**src/design/servo_regs.svh**
```systemverilog
// constants for the positioning, inhibit and force reference logic
`ifndef SERVO_REGS_SVH
`define SERVO_REGS_SVH

// ----------------------------------------
// widths
// ----------------------------------------
`define ERR_W 32
`define FORCE_W 16
`define QUO_W 20
`define GAIN_W 7
`define DONE_W 8
`define NEAR_W 16
`define SYNC_N 6

// ----------------------------------------
// synchroniser bit positions
// ----------------------------------------
`define SYN_REF_FWD 0
`define SYN_REF_REV 1
`define SYN_FB_FWD 2
`define SYN_FB_REV 3
`define SYN_PROP 4
`define SYN_BLOCK 5
`define SYNC_RESET 6'h30

// ----------------------------------------
// control mode digit codes
// ----------------------------------------
`define CTRL_MODE_POSITION 4'h1
`define CTRL_MODE_FORCE_A 4'h2
`define CTRL_MODE_FORCE_B 4'h6
`define CTRL_MODE_FORCE_C 4'h8
`define CTRL_MODE_FORCE_D 4'h9

// ----------------------------------------
// setting limits and defaults
// ----------------------------------------
`define DONE_WIDTH_MAX 8'hFA
`define DONE_WIDTH_DEFAULT 8'h07
`define GAIN_MIN 7'h0A
`define GAIN_MAX 7'h64
`define GAIN_DEFAULT 7'h1E
`define FORCE_REF_MAX_MV 16'h2EE0
`define FORCE_SCALE 20'h0000A
`define DIV_LAST 5'h13

`endif

```
**src/design/servo_pkg.sv**
```systemverilog
// types shared by the servo control logic
`include "servo_regs.svh"
package servo_pkg;

    typedef enum logic {DIV_IDLE, DIV_RUN} div_state_e;

    typedef struct packed {
        div_state_e state;
        logic [4:0] cnt;
        logic [7:0] rem;
        logic [`QUO_W-1:0] quo;
        logic [`GAIN_W-1:0] div;
        logic done;
    } div_s;

    typedef struct packed {
        logic [`SYNC_N-1:0] sync1;
        logic [`SYNC_N-1:0] sync2;
        logic [`SYNC_N-1:0] prev;
        logic signed [`ERR_W-1:0] err;
        logic hold;
        logic near_n;
        logic done_n;
        logic signed [`FORCE_W-1:0] force_cmd;
        logic force_dir;
        logic ref_neg;
        logic [`QUO_W-1:0] ref_lat;
        logic [`GAIN_W-1:0] gain_lat;
    } ctrl_s;

endpackage

```
**src/design/force_scaler.sv**
```systemverilog
// restoring divider that turns a scaled force reference into tenths of a percent of rated force
`timescale 1ns/1ps
`include "servo_regs.svh"
module force_scaler import servo_pkg::*; (
    input wire logic clk,
    input wire logic reset,
    input wire logic start,
    input wire logic [`QUO_W-1:0] dividend,
    input wire logic [`GAIN_W-1:0] divisor,
    output logic busy,
    output logic done,
    output logic [`QUO_W-1:0] quotient
);

    div_s s_reg;
    div_s s_next;
    logic [7:0] trial;

    always_comb begin
        s_next = s_reg;
        trial = {s_reg.rem[6:0], s_reg.quo[`QUO_W-1]};
        s_next.done = 1'b0;
        unique case (s_reg.state)
            DIV_IDLE: begin
                if (start) begin
                    s_next.state = DIV_RUN;
                    s_next.cnt = 5'h00;
                    s_next.rem = 8'h00;
                    s_next.quo = dividend;
                    s_next.div = divisor;
                end
            end
            DIV_RUN: begin
                // remainder stays below the divisor, so seven bits hold it
                if (trial >= {1'b0, s_reg.div}) begin
                    s_next.rem = trial - {1'b0, s_reg.div};
                    s_next.quo = {s_reg.quo[`QUO_W-2:0], 1'b1};
                end else begin
                    s_next.rem = trial;
                    s_next.quo = {s_reg.quo[`QUO_W-2:0], 1'b0};
                end
                s_next.cnt = s_reg.cnt + 5'h01;
                if (s_reg.cnt == `DIV_LAST) begin
                    s_next.state = DIV_IDLE;
                    s_next.done = 1'b1;
                end
            end
        endcase
    end

    always_ff @(posedge clk) begin
        if (reset) begin
            s_reg <= '0;
        end else begin
            s_reg <= s_next;
        end
    end

    assign busy = (s_reg.state == DIV_RUN);
    assign done = s_reg.done;
    assign quotient = s_reg.quo;

endmodule

```
**src/design/servo_near_inhibit_force_ref.sv**
```systemverilog
// positioning near/done flags, reference pulse inhibit and force reference scaling
`timescale 1ns/1ps
`include "servo_regs.svh"
module servo_near_inhibit_force_ref import servo_pkg::*; (
    input wire logic REF_CLK,
    input wire logic RESET,
    input wire logic PULSE_FWD,
    input wire logic PULSE_REV,
    input wire logic FB_FWD,
    input wire logic FB_REV,
    input wire logic PROPORTIONAL_CTRL_INPUT_N,
    input wire logic PULSE_BLOCK_INPUT_N,
    input wire logic [3:0] CONTROL_MODE_DIGIT,
    input wire logic INHIBIT_ENABLE,
    input wire logic INHIBIT_SRC_SEL,
    input wire logic PULSE_BLOCK_ASSIGNED,
    input wire logic OUTPUT_ASSIGN_SETTING_NEAR,
    input wire logic [`DONE_W-1:0] DONE_WIDTH_SETTING,
    input wire logic [`NEAR_W-1:0] NEAR_WIDTH_SETTING,
    input wire logic [`GAIN_W-1:0] FORCE_INPUT_GAIN,
    input wire logic signed [`FORCE_W-1:0] FORCE_REF_MV,
    output logic NEAR_FLAG_N,
    output logic POSITION_DONE_FLAG_N,
    output logic MOTOR_LOCK,
    output logic signed [`ERR_W-1:0] POSITION_ERROR,
    output logic signed [`FORCE_W-1:0] FORCE_CMD,
    output logic FORCE_DIR
);

    // ----------------------------------------
    // state and decode
    // ----------------------------------------
    ctrl_s s_reg;
    ctrl_s s_next;

    logic [`SYNC_N-1:0] pins;
    logic [3:0] edges;
    logic pos_mode;
    logic force_ok;
    logic inhibit_now;
    logic signed [2:0] delta;
    logic [`ERR_W-1:0] err_mag;
    logic [`DONE_W-1:0] done_eff;
    logic [`NEAR_W-1:0] near_eff;
    logic near_now;
    logic done_now;
    logic [`GAIN_W-1:0] gain_eff;
    logic [`FORCE_W-1:0] ref_abs;
    logic [`FORCE_W-1:0] ref_clamped;
    logic [`QUO_W-1:0] dividend;
    logic div_busy;
    logic div_done;
    logic [`QUO_W-1:0] quotient;
    logic [`FORCE_W-1:0] q16;

    assign pins = {PULSE_BLOCK_INPUT_N, PROPORTIONAL_CTRL_INPUT_N, FB_REV, FB_FWD, PULSE_REV, PULSE_FWD};
    // edges are taken from the second stage only; the first stage may be metastable
    assign edges = s_reg.sync2[3:0] & ~s_reg.prev[3:0];
    assign pos_mode = (CONTROL_MODE_DIGIT == `CTRL_MODE_POSITION);
    assign force_ok = (CONTROL_MODE_DIGIT == `CTRL_MODE_FORCE_A) ||
                      (CONTROL_MODE_DIGIT == `CTRL_MODE_FORCE_B) ||
                      (CONTROL_MODE_DIGIT == `CTRL_MODE_FORCE_C) ||
                      (CONTROL_MODE_DIGIT == `CTRL_MODE_FORCE_D);

    // ----------------------------------------
    // hold source selection
    // ----------------------------------------
    always_comb begin
        inhibit_now = 1'b0;
        if (pos_mode && INHIBIT_ENABLE) begin
            if (!INHIBIT_SRC_SEL) begin
                inhibit_now = ~s_reg.sync2[`SYN_PROP];
            end else begin
                // an unassigned block terminal leaves the hold released
                inhibit_now = PULSE_BLOCK_ASSIGNED & ~s_reg.sync2[`SYN_BLOCK];
            end
        end
    end

    // ----------------------------------------
    // position error and flag thresholds
    // ----------------------------------------
    always_comb begin
        delta = 3'h0;
        if (pos_mode && !s_reg.hold) begin
            delta = 3'(edges[`SYN_REF_FWD]) - 3'(edges[`SYN_REF_REV]);
        end
        delta = delta - 3'(edges[`SYN_FB_FWD]) + 3'(edges[`SYN_FB_REV]);
    end

    assign err_mag = s_reg.err[`ERR_W-1] ? `ERR_W'(-s_reg.err) : `ERR_W'(s_reg.err);
    assign done_eff = (DONE_WIDTH_SETTING > `DONE_WIDTH_MAX) ? `DONE_WIDTH_MAX : DONE_WIDTH_SETTING;
    // a near width below the done width is widened so an assigned near flag never trails done
    assign near_eff = (NEAR_WIDTH_SETTING < {8'h00, done_eff}) ? {8'h00, done_eff} : NEAR_WIDTH_SETTING;
    assign done_now = pos_mode && (err_mag < {24'h000000, done_eff});
    assign near_now = pos_mode && OUTPUT_ASSIGN_SETTING_NEAR && (err_mag < {16'h0000, near_eff});

    // ----------------------------------------
    // force reference scaling
    // ----------------------------------------
    assign gain_eff = (FORCE_INPUT_GAIN < `GAIN_MIN) ? `GAIN_MIN :
                      (FORCE_INPUT_GAIN > `GAIN_MAX) ? `GAIN_MAX : FORCE_INPUT_GAIN;
    assign ref_abs = FORCE_REF_MV[`FORCE_W-1] ? `FORCE_W'(-FORCE_REF_MV) : `FORCE_W'(FORCE_REF_MV);
    // inputs past the allowed 12 V are treated as 12 V rather than wrapping
    assign ref_clamped = (ref_abs > `FORCE_REF_MAX_MV) ? `FORCE_REF_MAX_MV : ref_abs;
    // tenths of a percent = mV * 10 / gain, gain being in 0.1 V per rated force
    assign dividend = `QUO_W'(ref_clamped) * `FORCE_SCALE;
    assign q16 = quotient[`FORCE_W-1:0];

    force_scaler force_scaler_i (
        .clk(REF_CLK),
        .reset(RESET),
        .start(~div_busy),
        .dividend(dividend),
        .divisor(gain_eff),
        .busy(div_busy),
        .done(div_done),
        .quotient(quotient)
    );

    // ----------------------------------------
    // next state
    // ----------------------------------------
    always_comb begin
        s_next = s_reg;
        s_next.sync1 = pins;
        s_next.sync2 = s_reg.sync1;
        s_next.prev = s_reg.sync2;
        s_next.err = s_reg.err + {{(`ERR_W-3){delta[2]}}, delta};
        s_next.hold = inhibit_now;
        s_next.near_n = ~near_now;
        s_next.done_n = ~done_now;
        if (div_done) begin
            if (!force_ok) begin
                s_next.force_cmd = '0;
                s_next.force_dir = 1'b1;
            end else if (s_reg.ref_neg) begin
                s_next.force_cmd = `FORCE_W'(-q16);
                s_next.force_dir = (q16 == '0);
            end else begin
                s_next.force_cmd = q16;
                s_next.force_dir = 1'b1;
            end
        end
        if (!div_busy) begin
            s_next.ref_neg = FORCE_REF_MV[`FORCE_W-1];
            s_next.ref_lat = dividend;
            s_next.gain_lat = gain_eff;
        end
    end

    always_ff @(posedge REF_CLK) begin
        if (RESET) begin
            s_reg <= '0;
            s_reg.sync1 <= `SYNC_RESET;
            s_reg.sync2 <= `SYNC_RESET;
            s_reg.prev <= `SYNC_RESET;
            s_reg.near_n <= 1'b1;
            s_reg.done_n <= 1'b1;
            s_reg.force_dir <= 1'b1;
            s_reg.gain_lat <= `GAIN_DEFAULT;
        end else begin
            s_reg <= s_next;
        end
    end

    assign NEAR_FLAG_N = s_reg.near_n;
    assign POSITION_DONE_FLAG_N = s_reg.done_n;
    assign MOTOR_LOCK = s_reg.hold;
    assign POSITION_ERROR = s_reg.err;
    assign FORCE_CMD = s_reg.force_cmd;
    assign FORCE_DIR = s_reg.force_dir;

    // ----------------------------------------
    // assertions
    // ----------------------------------------
    logic [26:0] chk_prod;
    assign chk_prod = 27'(quotient) * 27'(s_reg.gain_lat);
endmodule

```
**config.mk**
```make
export PLATFORM = sky130hd
export DESIGN_NAME = servo_near_inhibit_force_ref
export DESIGN_NICKNAME = d
export VERILOG_FILES = /design/src/design/servo_pkg.sv /design/src/design/force_scaler.sv /design/src/design/servo_near_inhibit_force_ref.sv
export VERILOG_INCLUDE_DIRS = /design/src /design/src/design
export SDC_FILE = /design/constraint.sdc
export NUM_CORES = 1
export LEC_CHECK = 0
export BUFFER_PORTS_ARGS = -buffer_cell sky130_fd_sc_hd__buf_2
export CORE_MARGIN = 4
export CORE_UTILIZATION = 26
export DETAILED_ROUTE_END_ITERATION = 12
export SKIP_LAST_GASP = 1
export SLEW_MARGIN = 20
export SYNTH_ARGS = -nofsm -noshare
export SYNTH_HDL_FRONTEND = slang
export SYNTH_HIERARCHICAL = 1
export SYNTH_SLANG_ARGS = --single-unit
```
**constraint.sdc**
```tcl
create_clock -name REF_CLK -period 8 [get_ports REF_CLK]
set_input_delay 1.6 -clock REF_CLK [delete_from_list [all_inputs] [get_ports REF_CLK]]
set_output_delay 1.6 -clock REF_CLK [all_outputs]
set_load 0.03 [all_outputs]
```
==> results by group, run 1 <==
Worst hold path
  • HP Start: s_next[90]
  • Worst min-delay path category: flip-flop to flip-flop
  • WHS Path Cells: 1
  • Worst-case hold path end point: s_next[84]

Critical path
  • CP Launch Point: FORCE_REF_MV[0]
  • Required @ worst endpoint: roughly 8000 ps
  • CP Launch Type: primary input
  • CP endpoint kind: flip-flop
  • FF-to-FF path depth: 18
  • Crit path max fanout: 6
  • Setup slack, reg-to-reg: ~2800 ps
  • Worst r2r src: s_reg[80]
  • Critical path class: primary input to flip-flop
  • Worst R2R End: POSITION_ERROR[31]
  • Worst Path Arrival: 7020 ps

STA
  • Fin crit share: ~85%
  • Final hold viol count: 0
  • Highest Clock Rate: 147 MHz
  • Slew Limit Fails: 0
  • # setup viols final: 0
  • Tmin final: 6800 ps
  • Clock Skew: 10.8 ps
  • Unrepaired setup endpoints after global routing: false
  • Fin Setup TNS: 0 ps
  • Slew headroom: 32.2%
  • Final Worst Setup Slack: 1200 ps
  • Slew @ Worst Pin: 1020 ps

Floorplanning
  • Row Count: 69
  • Die Wd: a little under 200 um
  • I/O pins: between 100 and 150
  • Initial core utilization: about a quarter
  • Die Ht: 198 um
  • Core area: 0.0356 sq mm
  • Die area: 0.0391 sq mm

CTS
  • Root Buffer: clkbuf_16
  • CTS tree: done
  • Post-CTS Hold Buffers: 0
  • Clock sink count: 110
  • # H-tree levels: 3
  • CTS resizes: 0
  • Worst skew pair latency: roughly 360 ps
  • Postcts setup bufs: 0
  • CTS clk-pin slew, worst paths: 70 ps
  • Max Root-Sink Buffers: 2
  • Total CTS buffers: 9

Cells and area
  • Synthesis-to-layout area growth: 8.78%
  • Ant diodes: 0
  • Layout cells sized above 1: 14.0%
  • Nets: ~1400
  • Max reg flops: 32
  • FILL cells: 3903

Route
  • TritonRoute pass-1 iters: 5
  • Final WL: 23100 um
  • Initial DRC count: about 300
  • Residual DRC count: 0
  • Vias per cell: 4.78
  • DR WL/cell: 13.8 um
  • Antenna viol nets, final: 0
  • DR vias: roughly 8000

Synth
  • Syn Area/Cell: 7.93 sq um
  • Gate Count Post-Synth: about 1200
  • Synth Warn #: 6
  • Mapped cell area: 0.00936 sq mm

Pwr
  • Leakage power: 4.61 nW
  • Logic pwr share: between 40% and 50%
  • Clock power share: 23.1%
  • P_sw: around 0.77 mW
  • Pwr dens: ~190 mW/mm^2
  • Internal power: 1.17 mW
  • Worst vdd ir: roughly 0.11 mV
  • Sw Ratio: 39.6%
  • Reg power frac: about a third

Place
  • Placement Setup Slack: about 800 ps
  • Routability cong.: 0.844
  • Dpl hpwl: roughly 18000 um
  • Port bufs: 114

GRT
  • Largest net degree at the start of global routing: 71
  • Initial antenna violation count: 0
  • Gr ovfl total: 0
  • Vias in the first global route: 7641
  • Gr usage total: 11.7%
  • First-pass GRT wire length: 37900 um

Job
  • Maxcap violations: 0

Outcome
  • Status: completed
## layer usage
| metal | up-vias | routed length, um | GRT usage (%) |
|---|---|---|---|
| met5 | - | 0 | 0 |
| met4 | 0 | 293 | 2.78 |
| met3 | 19 | 925 | 2.02 |
| met2 | 153 | 11300 | 20.9 |
| met1 | 3674 | 10600 | 14.6 |
| li1 | 4168 | - | - |
## how the worst max path moves through the flow
stage          cells after the start                     endpoint  slack (ps)
2_1_floorplan                     27  force_scaler_i/quotient[16]        1590
3_3_place_gp                      27  force_scaler_i/quotient[16]         970
3_5_place_dp                      27  force_scaler_i/quotient[16]         810
4_1_cts                           27  force_scaler_i/quotient[16]        1210
5_1_grt                           27  force_scaler_i/quotient[16]         620
6_report                          27  force_scaler_i/quotient[16]        1200
## critical path, stage by stage
cell and delay [ps]:
buf_2 120, inv_1 80, ha_1 200, nand2b_1 110, nor4_1 440, nand2b_1 140, or4_1 480, o31ai_1 230
a32oi_1 70, o21ai_0 400, nor2b_1 270, ha_1 270, ha_1 230, fa_1 410, a21o_1 200, a21oi_1 230
o21bai_1 100, a21oi_1 230, nor2b_1 80, nor2_1 130, o21ai_0 130, o41ai_1 410, xnor2_1 110, mux2i_1 140
nor2_1 50, a21oi_1 130, nor2_1 50
## final cells by class
type	count	area (sq um)	share of cell area, %
inverters	45	169	1.66
clock buffers	10	229	2.25
flip-flops and latches	110	2200	21.6
repair buffers	120	618	6.07
multi-input cells	924	6330	62.2
well taps	461	577	5.66
clock inverters	6	55.1	0.541
## metrics by stage
step / total power [mW] / std cells / hold slack, ps / utilization [%] / instance area (sq um)
6_report: 1.94 / 1676 / 416 / 28.6 / 10200
5_1_grt: 2.11 / 1676 / 444 / 28.6 / 10200
4_1_cts: 1.97 / 1676 / 427 / 28.6 / 10200
3_5_place_dp: 1.51 / 1660 / 408 / 27.8 / 9900
3_3_place_gp: 1.49 / 1660 / 402 / 27.8 / 9900
2_1_floorplan: 1.37 / 1185 / 389 / - / 9380
## power groups by stage
stage                     Combinational [mW]  Sequential, mW  Clock, mW
after floorplan                        0.728           0.641          0
after global placement                 0.808           0.677          0
after detailed placement               0.828           0.679          0
after CTS                              0.833           0.667      0.475
after global routing                   0.937           0.676      0.493
final                                  0.828           0.666      0.450
## cells in the final DEF (no fill, tap or decap), drive strengths merged, types with 23 or more instances in the layout
cell    instances
buf           120
xor2           28
inv            47
nor2          142
o21ai          57
ha            102
nand2          69
nor2b          47
a21o           26
dfxtp         110
mux2i          30
a21oi         101
nand2b         25
xnor2          54
nor3           23
Note: power is estimated with default switching activity, not from simulation.
==> run 2: changes to the inputs <==
- ABC_AREA: not set -> 1
- clock period: 8 -> 5.9 ns (I/O delays scaled with it)
==> run 2 against run 1 <==
  * Setup slack lost 410 ps
  * Clock-buffer cell count down 1
  * Critical path depth unchanged
  * Total power increased by 39%
  * Global-route usage rose by 0.20 points
  * Non-clock buffer count rose by 1
  * Design area is 3.0% higher
  * Highest routed layer unchanged
==> results by group, run 2 <==
Outcome
  • Status: completed

Cells and area
  • Most common cell after layout, fill and taps aside: nand2_1
  • Layout cells sized above 1: 12.6%
  • Multi-input gate area: 0.00612 sq mm
  • Synthesis-to-layout area growth: 9.11%
  • Final Util: 28.7%
  • Ant diodes: 0
  • FF/Latch Area: 0.00220 sq mm
  • Layout Cells excl Fill: 1942
  • FILL cells: 4004
  • Nets: 1638
  • Post-route cell area: approximately 0.010 sq mm
  • Most frequent cells in the layout: nand2_1, inv_1, nor2_1
  • Max reg flops: 32

GRT
  • Gr usage total: 11.8%
  • Vias in the first global route: 8180
  • Gr ovfl total: 0
  • First-pass GRT wire length: about 40000 um
  • Initial antenna violation count: 0
  • Largest net degree at the start of global routing: 48

Route
  • TritonRoute pass-1 iters: 5
  • DR WL/cell: 12.5 um
  • Vias per cell: 4.60
  • Antenna viol nets, final: 0
  • DR vias: about 8900
  • Residual DRC count: 0
  • Final WL: 24300 um
  • Initial DRC count: around 440

STA
  • Slew Limit Fails: 0
  • Slew @ Worst Pin: 783 ps
  • Unrepaired setup endpoints after global routing: false
  • Slew headroom: 47.5%
  • Final hold slack: about 410 ps
  • Highest Clock Rate: slightly below 200 MHz
  • Final hold viol count: 0
  • Clock Skew: 8.79 ps
  • # setup viols final: 0
  • Fin crit share: 86.5%
  • Final Worst Setup Slack: just under 800 ps
  • Fin Setup TNS: 0 ps
  • Tmin final: 5100 ps

Synth
  • Gate Count Post-Synth: 1430
  • Syn Area/Cell: approximately 6.7 sq um
  • Mapped cell area: 0.00961 sq mm
  • Synth Warn #: 6

Pwr
  • Leakage power: 5.16 nW
  • Worst vdd ir: 0.135 mV
  • Total chip power: about 2.7 mW
  • Pwr dens: around 260 mW/mm^2

Floorplanning
  • Die Wd: 200 um
  • Die area: between 0.04 and 0.05 sq mm
  • I/O pins: around 120
  • Row Count: 70
  • Initial core utilization: 26.3%
  • Core area: 0.0365 sq mm
  • Die Ht: 200 um

Critical path
  • Worst path bufs/invs: 4
  • CP endpoint kind: flip-flop
  • Required @ worst endpoint: 6160 ps
  • CP Launch Type: primary input
  • Top delay family on crit path: simple AND/OR/NAND/NOR gates
  • Most frequent CP cell: nand2_1
  • Crit path max fanout: 9
  • Worst Path Arrival: 5370 ps
  • Critical path class: primary input to flip-flop
  • CP max stage cell: fa_1
  • Largest stage delay, worst path: approximately 400 ps

Place
  • Routability cong.: slightly below 0.9
  • Port bufs: approximately 110
  • Placement Setup Slack: roughly 420 ps
  • Dpl hpwl: 19700 um
  • Area post-placement: between 0.01 and 0.015 sq mm
  • Placed Cells: 1926

Worst hold path
  • Worst min-delay path category: flip-flop to flip-flop

CTS
  • Clock sink count: 110
  • Postcts setup bufs: 0
  • Max Root-Sink Buffers: 2
  • Total CTS buffers: 9
  • CTS resizes: 0
  • Worst skew pair latency: between 300 and 400 ps
  • CTS clk-pin slew, worst paths: ~70 ps
  • Post-CTS Hold Buffers: 0
  • Root Buffer: clkbuf_16
  • # H-tree levels: 3
  • CTS tree: done

Job
  • Maxcap violations: 0
[run 2: report_power, final]
group	internal, mW	total (mW)	switching (mW)
registers	0.813	0.901	0.0881
logic	0.450	1.18	0.728
clock network	0.297	0.621	0.324
total	1.56	2.70	1.14
[run 2: final timing paths]
| path | from | end | slack, ps | cells after the start |
|---|---|---|---|---|
| worst max-delay path | FORCE_REF_MV[0] | force_scaler_i/quotient[16] | 800 | 27 |
| worst min-delay path | s_next[89] | s_next[83] | 410 | 2 |
| worst max register to register | s_next[80] | POSITION_ERROR[24] | 1550 | 20 |
| worst min register to register | s_next[89] | s_next[83] | 410 | 2 |
[run 2: final cells by class]
type | instances | share of cell area, %
well taps | 468 | 5.58
clock inverters | 7 | 0.597
clock buffers | 9 | 2.15
flip-flops and latches | 110 | 21.0
multi-input cells | 1050 | 58.4
repair buffers | 121 | 5.94
inverters | 177 | 6.33
[run 2: per-layer routing]
layer	global-route usage, %	wire [um]	up-vias	share of wire, %
li1	-	-	4737	-
met2	19.6	11100	166	46
met4	3.52	446	0	1.8
met3	2.61	1100	27	4.5
met1	15.6	11700	3998	48
met5	0	0	-	0
[run 2: worst reg2reg max path: stages, from the launching register on]
cell,delay (ps)
dfxtp_1,310
inv_1,50
or2_2,270
ha_1,300
nand3b_1,160
ha_1,280
inv_1,40
ha_1,190
fa_1,420
inv_1,70
buf_4,320
ha_1,370
a21oi_1,230
o21ai_0,140
a211oi_1,280
inv_1,110
a21o_1,200
a21oi_1,240
o21bai_1,130
nor2_1,100
nor2_1,50
